==> config.mk <==
export PLATFORM = sky130hd
export DESIGN_NAME = cri_config_loader
export DESIGN_NICKNAME = d
export VERILOG_FILES = /design/src/logic/cri_pkg.sv /design/src/logic/cri_config_loader.sv /design/src/logic/cri_sum_acc.sv
export VERILOG_INCLUDE_DIRS = /design/src /design/src/logic
export SDC_FILE = /design/constraint.sdc
export NUM_CORES = 1
export LEC_CHECK = 0
export BUFFER_PORTS_ARGS = -buffer_cell sky130_fd_sc_hd__buf_2
export CAP_MARGIN = 25
export CORE_MARGIN = 1.5
export CORE_UTILIZATION = 50
export CTS_CLUSTER_DIAMETER = 150
export CTS_CLUSTER_SIZE = 16
export DETAILED_ROUTE_END_ITERATION = 8
export PLACE_DENSITY = 0.9
export SETUP_SLACK_MARGIN = 0.2
export SLEW_MARGIN = 20
export SYNTH_ARGS = -nofsm -noshare
export SYNTH_HDL_FRONTEND = slang
export SYNTH_SLANG_ARGS = --single-unit
==> constraint.sdc <==
create_clock -name sys_clk -period 5.3 [get_ports sys_clk]
set_clock_uncertainty 0.05 [all_clocks]
set_input_delay 1.06 -clock sys_clk [delete_from_list [all_inputs] [get_ports sys_clk]]
set_output_delay 1.06 -clock sys_clk [all_outputs]
set_load 0.01 [all_outputs]
==> src/logic/cri_defs.svh <==
// Constants of the configuration reload and initialisation status block
`ifndef CRI_DEFS_SVH
`define CRI_DEFS_SVH
`define CRI_OFS_CTRL 8'h4C
`define CRI_OFS_STATUS 8'h50
`define CRI_OFS_IRQ_STS 8'h58
`define CRI_OFS_IRQ_MSK 8'h5C
`define CRI_CTRL_RELOAD_BIT 1
`define CRI_STS_SUM_BIT 1
`define CRI_STS_CFG_BIT 2
`define CRI_STS_INIT_BIT 4
`define CRI_STS_PROT_BIT 5
`define CRI_STS_RESET 8'h02
`define CRI_MEM_BYTES 9'h100
`define CRI_SUM_START 9'h080
`define CRI_INIT_SETTLE_NS 100
`define CRI_INIT_SETTLE_CYC ((`CRI_INIT_SETTLE_NS + 9) / 10)
`endif

==> src/logic/cri_pkg.sv <==
// Types of the configuration reload and initialisation status block
package cri_pkg;
    typedef enum logic [2:0] {
        CRI_IDLE = 3'b000,
        CRI_REQ = 3'b001,
        CRI_WAIT = 3'b010,
        CRI_SETTLE = 3'b011,
        CRI_DONE = 3'b100
    } cri_state_e;
    typedef logic [7:0] cri_byte_t;
endpackage : cri_pkg

==> src/logic/cri_config_loader.sv <==
// Configuration loader with AXI4-Lite status registers
`timescale 1ns/10ps
`include "cri_defs.svh"
module cri_config_loader (
    input wire logic sys_clk,
    input wire logic rst_b,
    input wire logic clk_en,
    // AXI4-Lite slave
    input wire logic [7:0] s_axi_awaddr,
    input wire logic s_axi_awvalid,
    output logic s_axi_awready,
    input wire logic [31:0] s_axi_wdata,
    input wire logic [3:0] s_axi_wstrb,
    input wire logic s_axi_wvalid,
    output logic s_axi_wready,
    output logic [1:0] s_axi_bresp,
    output logic s_axi_bvalid,
    input wire logic s_axi_bready,
    input wire logic [7:0] s_axi_araddr,
    input wire logic s_axi_arvalid,
    output logic s_axi_arready,
    output logic [31:0] s_axi_rdata,
    output logic [1:0] s_axi_rresp,
    output logic s_axi_rvalid,
    input wire logic s_axi_rready,
    // Memory byte reader
    output logic mem_rd_req,
    output logic [8:0] mem_rd_addr,
    input wire logic mem_rd_ack,
    input wire logic [7:0] mem_rd_data,
    output logic [7:0] cfg_wr_data,
    output logic [8:0] cfg_wr_addr,
    output logic cfg_wr_en,
    // Protection interrupt summary in, loader event interrupt out
    input wire logic protect_irq_pending,
    output logic irq
);
    // Loader state
    cri_pkg::cri_state_e st_q;
    cri_pkg::cri_state_e st_d;
    logic [8:0] addr_q;
    logic [8:0] addr_d;
    logic [7:0] settle_q;
    logic [7:0] settle_d;
    logic reload_q;
    logic reload_d;
    logic cfg_done_q;
    logic cfg_done_d;
    logic init_done_q;
    logic init_done_d;
    logic sum_ok_q;
    logic sum_ok_d;
    logic [7:0] cfg_data_q;
    logic [7:0] cfg_data_d;
    logic cfg_en_q;
    logic cfg_en_d;
    // Interrupt state
    logic [2:0] ists_q;
    logic [2:0] ists_d;
    logic [2:0] imsk_q;
    logic [2:0] imsk_d;
    // Bus state
    logic aw_q;
    logic aw_d;
    logic w_q;
    logic w_d;
    logic [7:0] awa_q;
    logic [7:0] awa_d;
    logic [31:0] wd_q;
    logic [31:0] wd_d;
    logic [3:0] ws_q;
    logic [3:0] ws_d;
    logic bv_q;
    logic bv_d;
    logic [1:0] br_q;
    logic [1:0] br_d;
    logic rv_q;
    logic rv_d;
    logic [31:0] rd_q;
    logic [31:0] rd_d;
    logic [1:0] rr_q;
    logic [1:0] rr_d;
    // Helpers
    logic wr_fire;
    logic start_load;
    logic sum_clear;
    logic sum_ok;
    logic [7:0] status;
    logic [2:0] ev;

    // Status byte as software sees it
    always_comb begin
        status = 8'h00;
        status[`CRI_STS_SUM_BIT] = sum_ok_q;
        status[`CRI_STS_CFG_BIT] = cfg_done_q;
        status[`CRI_STS_INIT_BIT] = init_done_q;
        status[`CRI_STS_PROT_BIT] = protect_irq_pending;
    end

    // Write fires when both address and data are held
    assign wr_fire = aw_q && w_q && !bv_q;
    // Only a one written to the reload bit starts a load
    assign start_load = wr_fire && awa_q == `CRI_OFS_CTRL && ws_q[0]
        && wd_q[`CRI_CTRL_RELOAD_BIT] && !reload_q;
    assign sum_clear = start_load;

    // Checksum accumulator
    cri_sum_acc u_sum (
        .sys_clk(sys_clk),
        .rst_b(rst_b),
        .clk_en(clk_en),
        .clear(sum_clear),
        .byte_vld(st_q == cri_pkg::CRI_WAIT && mem_rd_ack),
        .byte_addr(addr_q),
        .byte_data(mem_rd_data),
        .sum_ok(sum_ok)
    );

    // Loader sequence next state
    always_comb begin
        st_d = st_q;
        addr_d = addr_q;
        settle_d = settle_q;
        reload_d = reload_q;
        cfg_done_d = cfg_done_q;
        init_done_d = init_done_q;
        sum_ok_d = sum_ok_q;
        cfg_data_d = cfg_data_q;
        cfg_en_d = 1'b0;
        unique case (st_q)
            cri_pkg::CRI_IDLE: begin
                if (start_load) begin
                    // Config and init done status bits drop while reloading
                    reload_d = 1'b1;
                    cfg_done_d = 1'b0;
                    init_done_d = 1'b0;
                    addr_d = 9'h1FF; // Wraps to zero in the request step
                    st_d = cri_pkg::CRI_REQ;
                end
            end
            cri_pkg::CRI_REQ: begin
                // Step here so the forwarded byte keeps its own address
                addr_d = addr_q + 9'h001;
                st_d = cri_pkg::CRI_WAIT;
            end
            cri_pkg::CRI_WAIT: begin
                if (mem_rd_ack) begin
                    // Forward each byte into configuration space
                    cfg_data_d = mem_rd_data;
                    cfg_en_d = 1'b1;
                    if (addr_q == `CRI_MEM_BYTES - 9'h001) begin
                        cfg_done_d = 1'b1;
                        settle_d = 8'(`CRI_INIT_SETTLE_CYC);
                        st_d = cri_pkg::CRI_SETTLE;
                    end else begin
                        st_d = cri_pkg::CRI_REQ;
                    end
                end
            end
            cri_pkg::CRI_SETTLE: begin
                // Checksum result latched after last byte summed
                sum_ok_d = sum_ok;
                if (settle_q == 8'h01) begin
                    st_d = cri_pkg::CRI_DONE;
                end else begin
                    settle_d = settle_q - 8'h01;
                end
            end
            cri_pkg::CRI_DONE: begin
                init_done_d = 1'b1;
                reload_d = 1'b0;
                st_d = cri_pkg::CRI_IDLE;
            end
            default: begin
                st_d = cri_pkg::CRI_IDLE;
            end
        endcase
    end

    // Loader registers
    always_ff @(posedge sys_clk or negedge rst_b) begin
        if (!rst_b) begin
            st_q <= cri_pkg::CRI_IDLE;
            addr_q <= 9'h000;
            settle_q <= 8'h00;
            reload_q <= 1'b0;
            cfg_done_q <= 1'b0;
            init_done_q <= 1'b0;
            sum_ok_q <= 1'b1;
            cfg_data_q <= 8'h00;
            cfg_en_q <= 1'b0;
        end else if (clk_en) begin
            st_q <= st_d;
            addr_q <= addr_d;
            settle_q <= settle_d;
            reload_q <= reload_d;
            cfg_done_q <= cfg_done_d;
            init_done_q <= init_done_d;
            sum_ok_q <= sum_ok_d;
            cfg_data_q <= cfg_data_d;
            cfg_en_q <= cfg_en_d;
        end
    end

    // Memory and configuration ports
    assign mem_rd_req = (st_q == cri_pkg::CRI_WAIT);
    assign mem_rd_addr = addr_q;
    assign cfg_wr_data = cfg_data_q;
    assign cfg_wr_addr = addr_q;
    assign cfg_wr_en = cfg_en_q;

    // Events: config done, init done, checksum fail
    assign ev[0] = cfg_done_d && !cfg_done_q;
    assign ev[1] = init_done_d && !init_done_q;
    assign ev[2] = st_q == cri_pkg::CRI_DONE && !sum_ok_q;

    // Sticky status, write one clears, set beats clear
    always_comb begin
        ists_d = ists_q;
        imsk_d = imsk_q;
        if (wr_fire && ws_q[0]) begin
            if (awa_q == `CRI_OFS_IRQ_STS) begin
                ists_d = ists_q & ~wd_q[2:0];
            end
            if (awa_q == `CRI_OFS_IRQ_MSK) begin
                imsk_d = wd_q[2:0];
            end
        end
        ists_d = ists_d | ev;
    end

    // Interrupt registers
    always_ff @(posedge sys_clk or negedge rst_b) begin
        if (!rst_b) begin
            ists_q <= 3'h0;
            imsk_q <= 3'h0;
        end else if (clk_en) begin
            ists_q <= ists_d;
            imsk_q <= imsk_d;
        end
    end

    assign irq = |(ists_q & imsk_q);

    // Bus channel next values
    always_comb begin
        aw_d = aw_q;
        w_d = w_q;
        awa_d = awa_q;
        wd_d = wd_q;
        ws_d = ws_q;
        bv_d = bv_q;
        br_d = br_q;
        rv_d = rv_q;
        rd_d = rd_q;
        rr_d = rr_q;
        // Capture write address and data in either order
        if (s_axi_awvalid && s_axi_awready) begin
            aw_d = 1'b1;
            awa_d = s_axi_awaddr;
        end
        if (s_axi_wvalid && s_axi_wready) begin
            w_d = 1'b1;
            wd_d = s_axi_wdata;
            ws_d = s_axi_wstrb;
        end
        if (wr_fire) begin
            aw_d = 1'b0;
            w_d = 1'b0;
            bv_d = 1'b1;
            // Status is read-only; write silently accepted
            unique case (awa_q)
                `CRI_OFS_CTRL, `CRI_OFS_STATUS, `CRI_OFS_IRQ_STS, `CRI_OFS_IRQ_MSK: br_d = 2'h0;
                default: br_d = 2'h2;
            endcase
        end
        if (bv_q && s_axi_bready) begin
            bv_d = 1'b0;
        end
        // Read answer one cycle after address
        if (s_axi_arvalid && s_axi_arready) begin
            rv_d = 1'b1;
            rr_d = 2'h0;
            unique case (s_axi_araddr)
                `CRI_OFS_CTRL: rd_d = {30'h0, reload_q, 1'b0};
                `CRI_OFS_STATUS: rd_d = {24'h0, status};
                `CRI_OFS_IRQ_STS: rd_d = {29'h0, ists_q};
                `CRI_OFS_IRQ_MSK: rd_d = {29'h0, imsk_q};
                default: begin
                    rd_d = 32'h0;
                    rr_d = 2'h2;
                end
            endcase
        end else if (rv_q && s_axi_rready) begin
            rv_d = 1'b0;
        end
    end

    // Bus registers
    always_ff @(posedge sys_clk or negedge rst_b) begin
        if (!rst_b) begin
            aw_q <= 1'b0;
            w_q <= 1'b0;
            awa_q <= 8'h00;
            wd_q <= 32'h0;
            ws_q <= 4'h0;
            bv_q <= 1'b0;
            br_q <= 2'h0;
            rv_q <= 1'b0;
            rd_q <= 32'h0;
            rr_q <= 2'h0;
        end else if (clk_en) begin
            aw_q <= aw_d;
            w_q <= w_d;
            awa_q <= awa_d;
            wd_q <= wd_d;
            ws_q <= ws_d;
            bv_q <= bv_d;
            br_q <= br_d;
            rv_q <= rv_d;
            rd_q <= rd_d;
            rr_q <= rr_d;
        end
    end

    // Ready terms; stall while frozen
    assign s_axi_awready = clk_en && !aw_q && !bv_q;
    assign s_axi_wready = clk_en && !w_q && !bv_q;
    assign s_axi_bvalid = bv_q;
    assign s_axi_bresp = br_q;
    assign s_axi_arready = clk_en && !rv_q;
    assign s_axi_rvalid = rv_q;
    assign s_axi_rdata = rd_q;
    assign s_axi_rresp = rr_q;
endmodule : cri_config_loader

==> src/logic/cri_sum_acc.sv <==
// Checksum accumulator over the tail of the configuration memory
`timescale 1ns/10ps
`include "cri_defs.svh"
module cri_sum_acc (
    input wire logic sys_clk,
    input wire logic rst_b,
    input wire logic clk_en,
    input wire logic clear,
    input wire logic byte_vld,
    input wire logic [8:0] byte_addr,
    input wire logic [7:0] byte_data,
    output logic sum_ok
);
    // Running byte sum
    logic [7:0] sum_q;
    logic [7:0] sum_d;

    // Only the last 128 bytes count; a valid block sums to zero
    always_comb begin
        sum_d = sum_q;
        if (clear) begin
            sum_d = 8'h00;
        end else if (byte_vld && byte_addr >= `CRI_SUM_START) begin
            sum_d = sum_q + byte_data;
        end
    end

    // Register stage
    always_ff @(posedge sys_clk or negedge rst_b) begin
        if (!rst_b) begin
            sum_q <= 8'h00;
        end else if (clk_en) begin
            sum_q <= sum_d;
        end
    end

    // Two's complement sum passes when total is zero
    assign sum_ok = (sum_q == 8'h00);
endmodule : cri_sum_acc

==> flow_metrics.py <==
metrics = {
    "setup_path": {
        "cp_top_family": "buffers and inverters",
        "cp_slowest_cell": "buf_2",
        "path_max_fanout": 17,
        "crit_buf_inv": 2,
        "path_common_cell": "buf_2",
        "crit_path_end_kind": "output port",
        "cp.arrival_ps": 1840,
        "crit_chain": "buf_2 > nand2b_1 > nor2_1 > buf_2",
        "startpoint_type": "input port",
        "max_stage_delay_ps": 300,
        "path_class": "in -> out",
        "critical_path_required_ps": 4190,
    },
    "finish": {
        "diodes": 0,
        "fin_nets": 544,
        "layout_common_cells": "buf_2, dfrtp_1, nand2_1",
        "drive_above_1_share": 0.249,
        "stdcell_area_um2": 4340,
        "final_common_cell": "buf_2",
        "area_delta_synth_final_pct": 12.9,
    },
    "hold_path": {
        "hold_path_class": "reg -> reg",
    },
    "sta": {
        "tns_ps": 0,
        "finalSetupViolCount": 0,
        "max_freq_ghz": 0.339,
        "setup_ws_ps": 2350,
        "drv_slew": 0,
        "worst_slew_margin_rel": 0.468,
        "finalHoldViolations": 0,
        "rsz0062_at_grt": "false",
        "worst_pin_slew_ps": 798,
        "finalCritPeriodShare": 0.557,
        "min_period_ps": 2950,
    },
    "route": {
        "wirelength_um": 7860,
        "post_drt_wl_per_cell_um": 13.9,
        "first_pass_iters": 4,
        "drt-initial-drc-count": 156,
        "via_count": 2991,
        "drc": 0,
        "antenna_left": 0,
        "vias_per_cell": 5.29,
    },
    "logic_synthesis": {
        "yosys.area_share.xor_xnor": 0.0251,
        "synthMuxAreaShare": 0.0680,
        "yosys_warnings": 0,
        "synth_top_family_by_area": "simple AND/OR/NAND/NOR gates",
        "yosys.area_share.adder": 0.0443,
        "ys_seq_area_frac": 0.456,
        "synth-edff-count": 0,
        "synth_flop_cell": "dfrtp_1",
        "yosysUniqueCellTypes": 50,
        "synthSimpleGateAreaFrac": 0.176,
        "syn_area_per_cell_um2": 9.81,
        "synth-seq-cells": 70,
        "synth-compound-area-share": 0.130,
        "netlist_instances": 392,
        "syn-cell-area_um2": 3840,
        "synth-async-reset-ratio": 1.00,
    },
    "cts": {
        "insertion_delay_ps": 340,
        "cts_resized": 0,
        "cts_num_sinks": 70,
        "root_buffer": "clkbuf_8",
        "cts_buffers": 9,
        "htree_levels": 3,
        "clk_pin_slew_ps": 70,
        "postCtsSetupRepairBufs": 0,
        "cts_tree": "built",
        "ctsHoldBuffers": 0,
        "cts_max_path_buffers": 2,
    },
    "floorplanning": {
        "pin_count": 140,
        "design.die.area_um2": 8220,
        "coreArea_um2": 7330,
        "rows": 31,
        "die-height_um": 90.7,
        "die_w_um": 90.7,
        "start_util": 0.524,
    },
    "pwr": {
        "p_leak_nw": 2.13,
        "ir_drop_v": 0.000321,
        "power_density_nw_per_um2": 481,
    },
    "place": {
        "place_hpwl_um": 5880,
        "dp_slack_ps": 2210,
        "port_buffers": 78,
        "dpl_cell_area_um2": 4150,
        "routabilityCongestion": 0.868,
    },
    "global_routing": {
        "gr-total-overflow": 0,
        "grt.total_usage": 0.199,
        "grt_max_degree": 38,
        "grt_pass1_vias": 2991,
        "antenna_found_initial": 0,
        "grt_pass1_wl_um": 13400,
    },
    "flow_run": {
        "maxCapViolations": 0,
    },
    "outcome": {
        "status": "completed",
    },
}
layout make-up:
class / instances / area, um2
Timing Repair Buffer: 80 / 405
Inverter: 14 / 52.6
Fill cell: 636 / 2990
Clock buffer: 11 / 141
Multi-Input combinational cell: 286 / 1810
Tap cell: 99 / 124
Clock inverter: 5 / 50.0
Sequential cell: 70 / 1750
flip-flops by register name (all words and copies together) (netlist names), 5 cells and up:
name	count
u_sum.sum_q	8
settle_q	8
cfg_wr_addr	9
awa_q	8
cfg_wr_data	8
s_axi_rdata	5
cell families (layout without fill, tap and decap cells):
group | Yosys count | after routing
XOR/XNOR | 11 | 11
flip-flops | 70 | 70
adder cells (fa/ha/maj) | 13 | 13
AO/OA/AOI/OAI | 80 | 80
multiplexers | 24 | 24
buffers and inverters | 64 | 110
other | 1 | 29
AND/OR/NAND/NOR | 129 | 129
final timing paths:
kind / depth (start not counted) / slack, ps / start / end
max: 4 / 2350 / clk_en / s_axi_wready
min: 2 / 430 / s_axi_bresp[1] / s_axi_bresp[1]
max reg2reg: 5 / 2730 / st_q[0] / u_sum.sum_q[7]
min reg2reg: 2 / 430 / s_axi_bresp[1] / s_axi_bresp[1]
max in group asynchronous: 2 / 3480 / rst_b / sum_ok_q
min in group asynchronous: 1 / 750 / rst_b / s_axi_rdata[1]
synth_stat cells, types with 4 or more instances:
master / count / area, um2
buf_4: 38 / 285
a21o_1: 4 / 30.0
a21oi_1: 15 / 75.1
o22ai_1: 4 / 25.0
nor2_1: 30 / 113
a31oi_1: 5 / 31.3
and3_1: 4 / 25.0
mux2i_1: 7 / 70.1
ha_1: 12 / 150
xor2_1: 8 / 70.1
mux2_2: 17 / 191
a22o_1: 7 / 61.3
dfrtp_1: 69 / 1730
nand2_1: 44 / 165
nand3b_1: 4 / 30.0
nand3_1: 12 / 60.1
inv_1: 14 / 52.6
clkbuf_1: 11 / 41.3
o21ai_0: 27 / 135
nand4b_1: 5 / 43.8
nor4_1: 5 / 31.3
tightest hold or removal path, cell delays in order, from the launching register on:
cell	delay [ps]
dfrtp_1	340
nand2_1	40
o21ai_0	60
through the flow:
step | utilization | hold WS [ps] | instances | total power [mW]
detailed placement | 0.566 | 421 | 549 | 1.68
CTS | 0.592 | 438 | 565 | 2.10
finish | 0.592 | 432 | 565 | 2.09
global placement | 0.566 | 409 | 549 | 1.63
global route | 0.592 | 469 | 565 | 2.24
floorplan | - | 407 | 420 | 1.47
per-layer routing:
layer,global-route usage,vias up,wire length (um)
li1,-,1455,-
met1,0.236,1426,3330
met2,0.355,101,4010
met3,0.0572,9,454
met4,0.0410,0,73
met5,0,-,0
where the power goes:
part	switching, mW	internal (mW)
Sequential	0.196	0.727
Combinational	0.396	0.351
Clock	0.190	0.227
Total	0.781	1.31
Note: power is estimated with default switching activity, not from simulation.
